$ cat src/stlc_pkg.sv
// Purpose: constants for the transmit lane level control block
// Assumes: one 32-bit level word per lane, four lanes
// Notes: bits above the stored fields read as zero
package stlc_pkg;
   localparam int NUM_LANES = 4;
   localparam int AW = 4;
   localparam int CODE_W = 21;
   // Register offsets
   localparam logic [AW-1:0] OFS_LEVEL_CTRL = 4'h0;
   localparam logic [AW-1:0] OFS_XCVR_CTRL = 4'h4;
   // Field positions in the level word
   localparam int G1_LVL_LSB = 0;
   localparam int G1_FDC_LSB = 5;
   localparam int G2M_LVL_LSB = 8;
   localparam int G2M_FDC_LSB = 13;
   localparam int G2S_LVL_LSB = 16;
   localparam int LVL_W = 5;
   localparam int FDC_W = 3;
   localparam int LSEL_W = 4;
   // Values after reset
   localparam logic [LVL_W-1:0] RST_G1_LVL = 5'h11;
   localparam logic [FDC_W-1:0] RST_G1_FDC = 3'h4;
   localparam logic [LVL_W-1:0] RST_G2M_LVL = 5'h17;
   localparam logic [FDC_W-1:0] RST_G2M_FDC = 3'h4;
   localparam logic [LVL_W-1:0] RST_G2S_LVL = 5'h13;
   localparam logic [CODE_W-1:0] RST_CODES =
      {RST_G2S_LVL, RST_G2M_FDC, RST_G2M_LVL, RST_G1_FDC, RST_G1_LVL};
   localparam logic [LSEL_W-1:0] RST_LSEL = 4'h1;
   localparam logic LOW_SWING_ON = 1'h1;
   typedef enum logic {STLC_DEEMPH_3P5, STLC_DEEMPH_6P0} stlc_deemph_t;
endpackage

$ cat src/stlc_store_if.sv
// Purpose: carries lane writes into the code store and codes out
// Assumes: single clock domain
// Notes: codes are flip-flop outputs of the store
`timescale 1ns/10ps
interface stlc_store_if;
   logic [stlc_pkg::NUM_LANES-1:0] wr_mask;
   logic [stlc_pkg::CODE_W-1:0] wr_data;
   logic [stlc_pkg::CODE_W-1:0] codes [stlc_pkg::NUM_LANES];
   modport ctrl (output wr_mask, output wr_data, input codes);
   modport store (input wr_mask, input wr_data, output codes);
endinterface

$ cat src/stlc_store.sv
// Purpose: per-lane storage of the transmit level and fine codes
// Assumes: write mask already decoded from the lane select
// Notes: lanes outside the mask keep their values
`timescale 1ns/10ps
module stlc_store (
   input wire logic sys_clk,
   input wire logic rstn,
   input wire logic ce,
   stlc_store_if.store sif
);
   logic [stlc_pkg::CODE_W-1:0] code_ff [stlc_pkg::NUM_LANES];

   always_ff @(posedge sys_clk) begin
      for (int i = 0; i < stlc_pkg::NUM_LANES; i++) begin
         if (!rstn) begin
            code_ff[i] <= stlc_pkg::RST_CODES;
         end else if (ce && sif.wr_mask[i]) begin
            code_ff[i] <= sif.wr_data;
         end
      end
   end

   always_comb begin
      for (int i = 0; i < stlc_pkg::NUM_LANES; i++) begin
         sif.codes[i] = code_ff[i];
      end
   end
endmodule // stlc_store

$ cat src/stlc_top.sv
// Purpose: transmit lane level control register bank and code steering
// Assumes: rate, de-emphasis and swing inputs come from sys_clk logic
// Notes: read data valid the cycle after the read strobe only
// Functional notes
// Gen 1 full-swing level, bits 4:0, reset 0x11
// Gen 1 fine de-emphasis, bits 7:5, reset 0x4
// Software keeps Gen 1 de-emphasis near -3.5dB
// Gen 2 mild level, bits 12:8, reset 0x17
// Gen 2 mild fine code, bits 15:13, reset 0x4
// Gen 2 strong level, bits 20:16, reset 0x13
// Fine codes ignored in low-swing mode
// Writes reach only lanes picked by lane select
// Stored codes are sticky on every lane
// Level code is pre-de-emphasis swing
// Low-swing active when enable bit equals one
// Reads return codes of the selected lane
`timescale 1ns/10ps
module stlc_top (
   input wire logic sys_clk,
   input wire logic rstn,
   input wire logic ce,
   input wire logic [stlc_pkg::AW-1:0] addr,
   input wire logic [31:0] wdata,
   input wire logic wr,
   input wire logic rd,
   output logic [31:0] rdata,
   input wire logic [stlc_pkg::NUM_LANES-1:0] gen2_rate,
   input wire logic [stlc_pkg::NUM_LANES-1:0] deemphasis_select,
   input wire logic [stlc_pkg::NUM_LANES-1:0] low_swing_enable,
   output logic [stlc_pkg::NUM_LANES*stlc_pkg::LVL_W-1:0] drv_level,
   output logic [stlc_pkg::NUM_LANES*stlc_pkg::FDC_W-1:0] drv_fine,
   output logic [stlc_pkg::NUM_LANES-1:0] drv_fine_en,
   output logic [stlc_pkg::NUM_LANES-1:0] drv_full_swing
);
   localparam int NL = stlc_pkg::NUM_LANES;
   localparam int LW = stlc_pkg::LVL_W;
   localparam int FW = stlc_pkg::FDC_W;

   // Drive mode of a lane, picked from swing, rate and de-emphasis
   typedef enum {
      STLC_MODE_LOW,
      STLC_MODE_G1,
      STLC_MODE_G2M,
      STLC_MODE_G2S
   } stlc_mode_t;

   stlc_store_if sif ();

   logic [stlc_pkg::LSEL_W-1:0] lane_select_ff;
   logic [31:0] rdata_ff;
   logic [31:0] nxt_rdata;
   logic [NL*LW-1:0] level_ff;
   logic [NL*LW-1:0] nxt_level;
   logic [NL*FW-1:0] fine_ff;
   logic [NL*FW-1:0] nxt_fine;
   logic [NL-1:0] fine_en_ff;
   logic [NL-1:0] nxt_fine_en;
   logic [NL-1:0] full_ff;
   logic [NL-1:0] nxt_full;
   logic lvl_wr;
   stlc_mode_t mode [NL];

   // Lowest selected lane answers reads; none selected reads zero
   function automatic logic [stlc_pkg::CODE_W-1:0] sel_codes(
      input logic [stlc_pkg::LSEL_W-1:0] sel,
      input logic [stlc_pkg::CODE_W-1:0] codes [NL]);
      logic [stlc_pkg::CODE_W-1:0] r;
      r = '0;
      for (int i = NL - 1; i >= 0; i--) begin
         if (sel[i]) begin
            r = codes[i];
         end
      end
      return r;
   endfunction

   // Lanes a level write reaches; an empty select reaches none
   function automatic logic [NL-1:0] lane_mask(
      input logic hit,
      input logic [stlc_pkg::LSEL_W-1:0] sel);
      logic [NL-1:0] m;
      m = '0;
      if (hit) begin
         m = sel;
      end
      return m;
   endfunction

   // Low swing overrides rate and de-emphasis select
   function automatic stlc_mode_t lane_mode(
      input logic low_swing,
      input logic gen2,
      input logic deemph);
      stlc_mode_t m;
      m = STLC_MODE_LOW;
      if (low_swing != stlc_pkg::LOW_SWING_ON) begin
         if (!gen2) begin
            m = STLC_MODE_G1;
         end else if (deemph == stlc_pkg::STLC_DEEMPH_3P5) begin
            m = STLC_MODE_G2M;
         end else begin
            m = STLC_MODE_G2S;
         end
      end
      return m;
   endfunction

   function automatic logic [stlc_pkg::LVL_W-1:0] level_at(
      input logic [stlc_pkg::CODE_W-1:0] word,
      input int lsb);
      return word[lsb +: stlc_pkg::LVL_W];
   endfunction

   function automatic logic [stlc_pkg::FDC_W-1:0] fine_at(
      input logic [stlc_pkg::CODE_W-1:0] word,
      input int lsb);
      return word[lsb +: stlc_pkg::FDC_W];
   endfunction

   assign lvl_wr = wr && (addr == stlc_pkg::OFS_LEVEL_CTRL);
   assign sif.wr_mask = lane_mask(lvl_wr, lane_select_ff);
   assign sif.wr_data = wdata[stlc_pkg::CODE_W-1:0];

   stlc_store u_store (
      .sys_clk(sys_clk),
      .rstn(rstn),
      .ce(ce),
      .sif(sif)
   );

   always_ff @(posedge sys_clk) begin
      if (!rstn) begin
         lane_select_ff <= stlc_pkg::RST_LSEL;
      end else if (ce && wr && addr == stlc_pkg::OFS_XCVR_CTRL) begin
         lane_select_ff <= wdata[stlc_pkg::LSEL_W-1:0];
      end
   end

   always_comb begin
      nxt_rdata = '0;
      if (addr == stlc_pkg::OFS_LEVEL_CTRL) begin
         nxt_rdata[stlc_pkg::CODE_W-1:0] =
            sel_codes(lane_select_ff, sif.codes);
      end else if (addr == stlc_pkg::OFS_XCVR_CTRL) begin
         nxt_rdata[stlc_pkg::LSEL_W-1:0] = lane_select_ff;
      end
   end

   // Read data stand one enabled cycle only, zero otherwise; held while ce is low
   always_ff @(posedge sys_clk) begin
      if (!rstn) begin
         rdata_ff <= '0;
      end else if (ce) begin
         rdata_ff <= rd ? nxt_rdata : '0;
      end
   end
   assign rdata = rdata_ff;

   // Modes follow the inputs every cycle
   always_comb begin
      for (int i = 0; i < NL; i++) begin
         mode[i] = lane_mode(low_swing_enable[i], gen2_rate[i],
                             deemphasis_select[i]);
      end
   end

   // Steer each lane's codes by its mode
   always_comb begin
      nxt_level = '0;
      nxt_fine = '0;
      nxt_fine_en = '0;
      nxt_full = '0;
      for (int i = 0; i < NL; i++) begin
         case (mode[i])
            STLC_MODE_G1: begin
               nxt_full[i] = 1'b1;
               nxt_fine_en[i] = 1'b1;
               nxt_level[i*LW +: LW] =
                  level_at(sif.codes[i], stlc_pkg::G1_LVL_LSB);
               nxt_fine[i*FW +: FW] =
                  fine_at(sif.codes[i], stlc_pkg::G1_FDC_LSB);
            end
            STLC_MODE_G2M: begin
               nxt_full[i] = 1'b1;
               nxt_fine_en[i] = 1'b1;
               nxt_level[i*LW +: LW] =
                  level_at(sif.codes[i], stlc_pkg::G2M_LVL_LSB);
               nxt_fine[i*FW +: FW] =
                  fine_at(sif.codes[i], stlc_pkg::G2M_FDC_LSB);
            end
            STLC_MODE_G2S: begin
               // No strong fine code is stored; fine code and fine enable stay zero here
               nxt_full[i] = 1'b1;
               nxt_level[i*LW +: LW] =
                  level_at(sif.codes[i], stlc_pkg::G2S_LVL_LSB);
            end
            default: begin
               // Low swing: de-emphasis off, fine codes not presented
               nxt_level[i*LW +: LW] = '0;
               nxt_fine[i*FW +: FW] = '0;
            end
         endcase
      end
   end

   always_ff @(posedge sys_clk) begin
      if (!rstn) begin
         level_ff <= '0;
         fine_ff <= '0;
         fine_en_ff <= '0;
         full_ff <= '0;
      end else if (ce) begin
         level_ff <= nxt_level;
         fine_ff <= nxt_fine;
         fine_en_ff <= nxt_fine_en;
         full_ff <= nxt_full;
      end
   end

   assign drv_level = level_ff;
   assign drv_fine = fine_ff;
   assign drv_fine_en = fine_en_ff;
   assign drv_full_swing = full_ff;
endmodule // stlc_top

$ cat config.mk
export PLATFORM = sky130hd
export DESIGN_NAME = stlc_top
export DESIGN_NICKNAME = d
export VERILOG_FILES = /design/src/stlc_pkg.sv /design/src/stlc_store_if.sv /design/src/stlc_store.sv /design/src/stlc_top.sv
export SDC_FILE = /design/constraint.sdc
export NUM_CORES = 1
export LEC_CHECK = 0
export BUFFER_PORTS_ARGS = -buffer_cell sky130_fd_sc_hd__buf_2
export CORE_ASPECT_RATIO = 0.7
export CORE_UTILIZATION = 58
export CTS_BUF_LIST = sky130_fd_sc_hd__clkbuf_8
export CTS_CLUSTER_SIZE = 14
export DETAILED_ROUTE_END_ITERATION = 16
export GPL_TIMING_DRIVEN = 0
export MAX_ROUTING_LAYER = met4
export PLACE_DENSITY = 0.82
export SYNTH_ARGS = -nofsm -noshare
export SYNTH_HDL_FRONTEND = slang
export SYNTH_SLANG_ARGS = --single-unit
$ cat constraint.sdc
create_clock -name sys_clk -period 4.71 [get_ports sys_clk]
set_input_delay 0.7065 -clock sys_clk [delete_from_list [all_inputs] [get_ports sys_clk]]
set_output_delay 0.7065 -clock sys_clk [all_outputs]
set_load 0.005 [all_outputs]
==> reports/summary.txt <==
Final Max Tran Viols: 0
RSZ-0062 raised after global routing: false
final setup vio count: 0
ANT cells: 0
Reg2Reg Launch Point: lane_select_ff[0]
power after layout: 2800 uW
CTS buffer count: 17
worst endpoint required time: 4860 ps
r2r worst-path depth: 5
WS Path Type: flip-flop to flip-flop
most frequent CP cell: clkbuf_1
worst slew pin tran: 803 ps
nets: 858
row count: 33
Layout area overhead: 18.3%
DRC errors left: 0
Detailed Route Iter0 Violations: 852
Mapped Area: 7040 um2
H-tree lvl count: 4
PwrDens: 336 nW/um2
WP data arrival: 3040 ps
Avg Inst Size Synth: 10.8 um2
hold path cells: 2
Yosys cell types: 43
status: complete, no violations
die area: 12600 um2
reg2reg end: u_store.code_ff[0][9]
antenna violations before repair: 0
Comb pwr share: 8.8%
max-cap viol count: 0
Internal Power: 2130 uW
Clock Path Buffers: 2
Crit-path slowest cell: clkinv_1
Ys Warns: 0
Tcrit/Tclk final: 61.4%
final hold violation count: 0
CP cell instances: clkbuf_1 -> clkinv_1 -> clkbuf_1 -> o21ai_2 -> buf_8
Port Buffer Count: 102
drt pass-1 iters: 11
peak supply drop: 0.000250 V
commonest register cell after synthesis: edfxtp_1
Die Height: 94.2 um
Post-Synthesis Cells: 654
clock latency on the worst-skew pair: 450 ps
fmax: 346 MHz
CTS clk-pin slew, worst paths: 90 ps
number of fill cells in the layout: 883
Post-CTS Setup Repair Bufs: 0
worst hold path endpoint: rdata[7]
DRT antenna net count: 0
Max stage delay on crit path: 580 ps
startpoint types: flip-flop
total congestion overflow: 0
Hold Path Class: flip-flop to flip-flop
first-pass GRT wire length: 32400 um
GP Congestion: 0.954
largest net degree at the start of global routing: 17
Async S/R FF share, synth: 0%
starting density of the core: 59.8%
Die Span X: 134 um
fraction of layout cells with a size suffix above 1: 21.3%
Post-Place Cells: 927
Lkg Pwr: 0.00340 uW
Non-Filler Instances: 959
vias per cell: 6.18
Post-Route WL: 21900 um
area of the multi-input gates: 2790 um2
via count: 5929
EDFF count, synth: 84
clock power share: 40.7%
Buf+Inv Stages, Crit Path: 4
worst hold start: rdata[7]
top-level port count: 125
sequential power share: 50.5%
Worst Clk Skew: 12.2 ps
overall routing resource usage: 37.0%
vias in the first global route: 5691
crit path capture type: flip-flop
CTS Sinks: 149
post-CTS sizing: 0
switch share: 23.8%
#FFs+latches synth: 149
hold buffer count at cts: 0
Tmin final: 2890 ps
worst-path fanout max: 16
root buffer cell: clkbuf_8
post-detail-place hpwl: 15600 um
Largest delay share family, worst path: buffers and inverters
r2r setup slk: 1820 ps
max_slew headroom: 46.5%
Psw: 666 uW
sequential area share after synthesis: 54.3%
core box area: 11800 um2
Reg area: 3820 um2
post-DR wirelength/cell: 22.8 um
TritonCTS clock tree: built
## cell families after synthesis
logic type | after synthesis | synth area share, %
AO/OA/AOI/OAI | 149 | 16.2
other | 1 | 0.0533
buffers and inverters | 108 | 6.75
multiplexers | 3 | 0.427
adder cells (fa/ha/maj) | 16 | 2.84
AND/OR/NAND/NOR | 228 | 19.4
flip-flops | 149 | 54.3
## flip-flops by register name, indices dropped and copies added (netlist names)
register and flops:
u_store.code_ff 84, rdata 21, drv_level 20, drv_fine 12
drv_fine_en 4, drv_full_swing 4, lane_select_ff 4
## through the flow
step | utilization (%) | area (um2) | worst slack [ps] | TNS (ps) | hold WS [ps]
after floorplan | - | 7080 | 1140 | 0 | 449
after global placement | 66.2 | 7780 | -282 | -15570 | 434
after detailed placement | 66.9 | 7870 | 1650 | 0 | 439
after CTS | 70.7 | 8330 | 1970 | 0 | 456
after global routing | 70.7 | 8330 | 1810 | 0 | 485
final | 70.7 | 8330 | 1820 | 0 | 451
## power by group through the flow
stage	logic [uW]	registers, uW	clock network, uW
2_1_floorplan	125	1440	0
3_3_place_gp	220	1440	0
3_5_place_dp	235	1440	0
4_1_cts	237	1410	1130
5_1_grt	260	1420	1190
6_report	246	1410	1140
## cell type report
type,instances,area share [%]
Sequential cell,149,45.9
Clock inverter,14,2.46
Tap cell,157,2.36
Timing Repair Buffer,106,7.00
Inverter,52,2.34
Buffer,56,3.37
Clock buffer,18,2.98
Multi-Input combinational cell,407,33.6
## synthesized netlist by cell type (all sizes together) (3+ instances only)
master	number	share of area, %
o22ai	32	2.8
a22oi	12	1.3
a21o	21	2.2
and3b	17	2.1
o211a	10	1.4
clkbuf	28	1.5
o31ai	20	2.1
nor3	4	0.60
nand3b	5	0.53
ha	16	2.8
nor2	20	1.1
nand3	3	0.21
o21ai	5	0.36
inv	51	2.7
a211oi	17	1.8
a221oi	3	0.37
and2	72	6.4
mux2i	3	0.43
nand2	39	2.1
nor2b	9	0.80
a222oi	20	2.8
nand2b	53	4.7
edfxtp	84	36
buf	28	2.5
a21oi	4	0.28
dfxtp	65	18
## placed cells by master, fill, tap and decap left out, types with 11 or more instances in the layout
cell / count
clkbuf_8: 18
and2_1: 72
dfxtp_1: 65
edfxtp_1: 84
a21o_1: 21
inv_1: 53
a22oi_1: 12
conb_1: 11
ha_1: 16
nor2_1: 20
nand2b_1: 53
buf_4: 16
a211oi_1: 17
buf_2: 108
o31ai_1: 20
a222oi_1: 20
clkbuf_1: 26
nand2_1: 39
o22ai_1: 32
and3b_1: 17
## tightest hold or removal path, stage by stage (launching register included)
cell and delay [ps]:
dfxtp_1 330, nand2_1 50, o31ai_1 50
## how the worst max path moves through the flow
stage | cells past startpoint | to | slack [ps] | from
4_1_cts | 5 | u_store.code_ff[0][10] | 1970 | lane_select_ff[0]
3_3_place_gp | 5 | u_store.code_ff[1][7] | -280 | ce
2_1_floorplan | 4 | u_store.code_ff[3][0] | 1140 | addr[1]
5_1_grt | 5 | u_store.code_ff[0][10] | 1810 | lane_select_ff[0]
6_report | 5 | u_store.code_ff[0][9] | 1820 | lane_select_ff[0]
3_5_place_dp | 6 | u_store.code_ff[2][7] | 1650 | ce
## metal layers
layer	wire [um]	track usage [%]
met1	8400	45.9
met5	0	-
met4	835	16.1
met3	3150	12.7
met2	9490	55.2
Note: power is estimated with default switching activity, not from simulation.
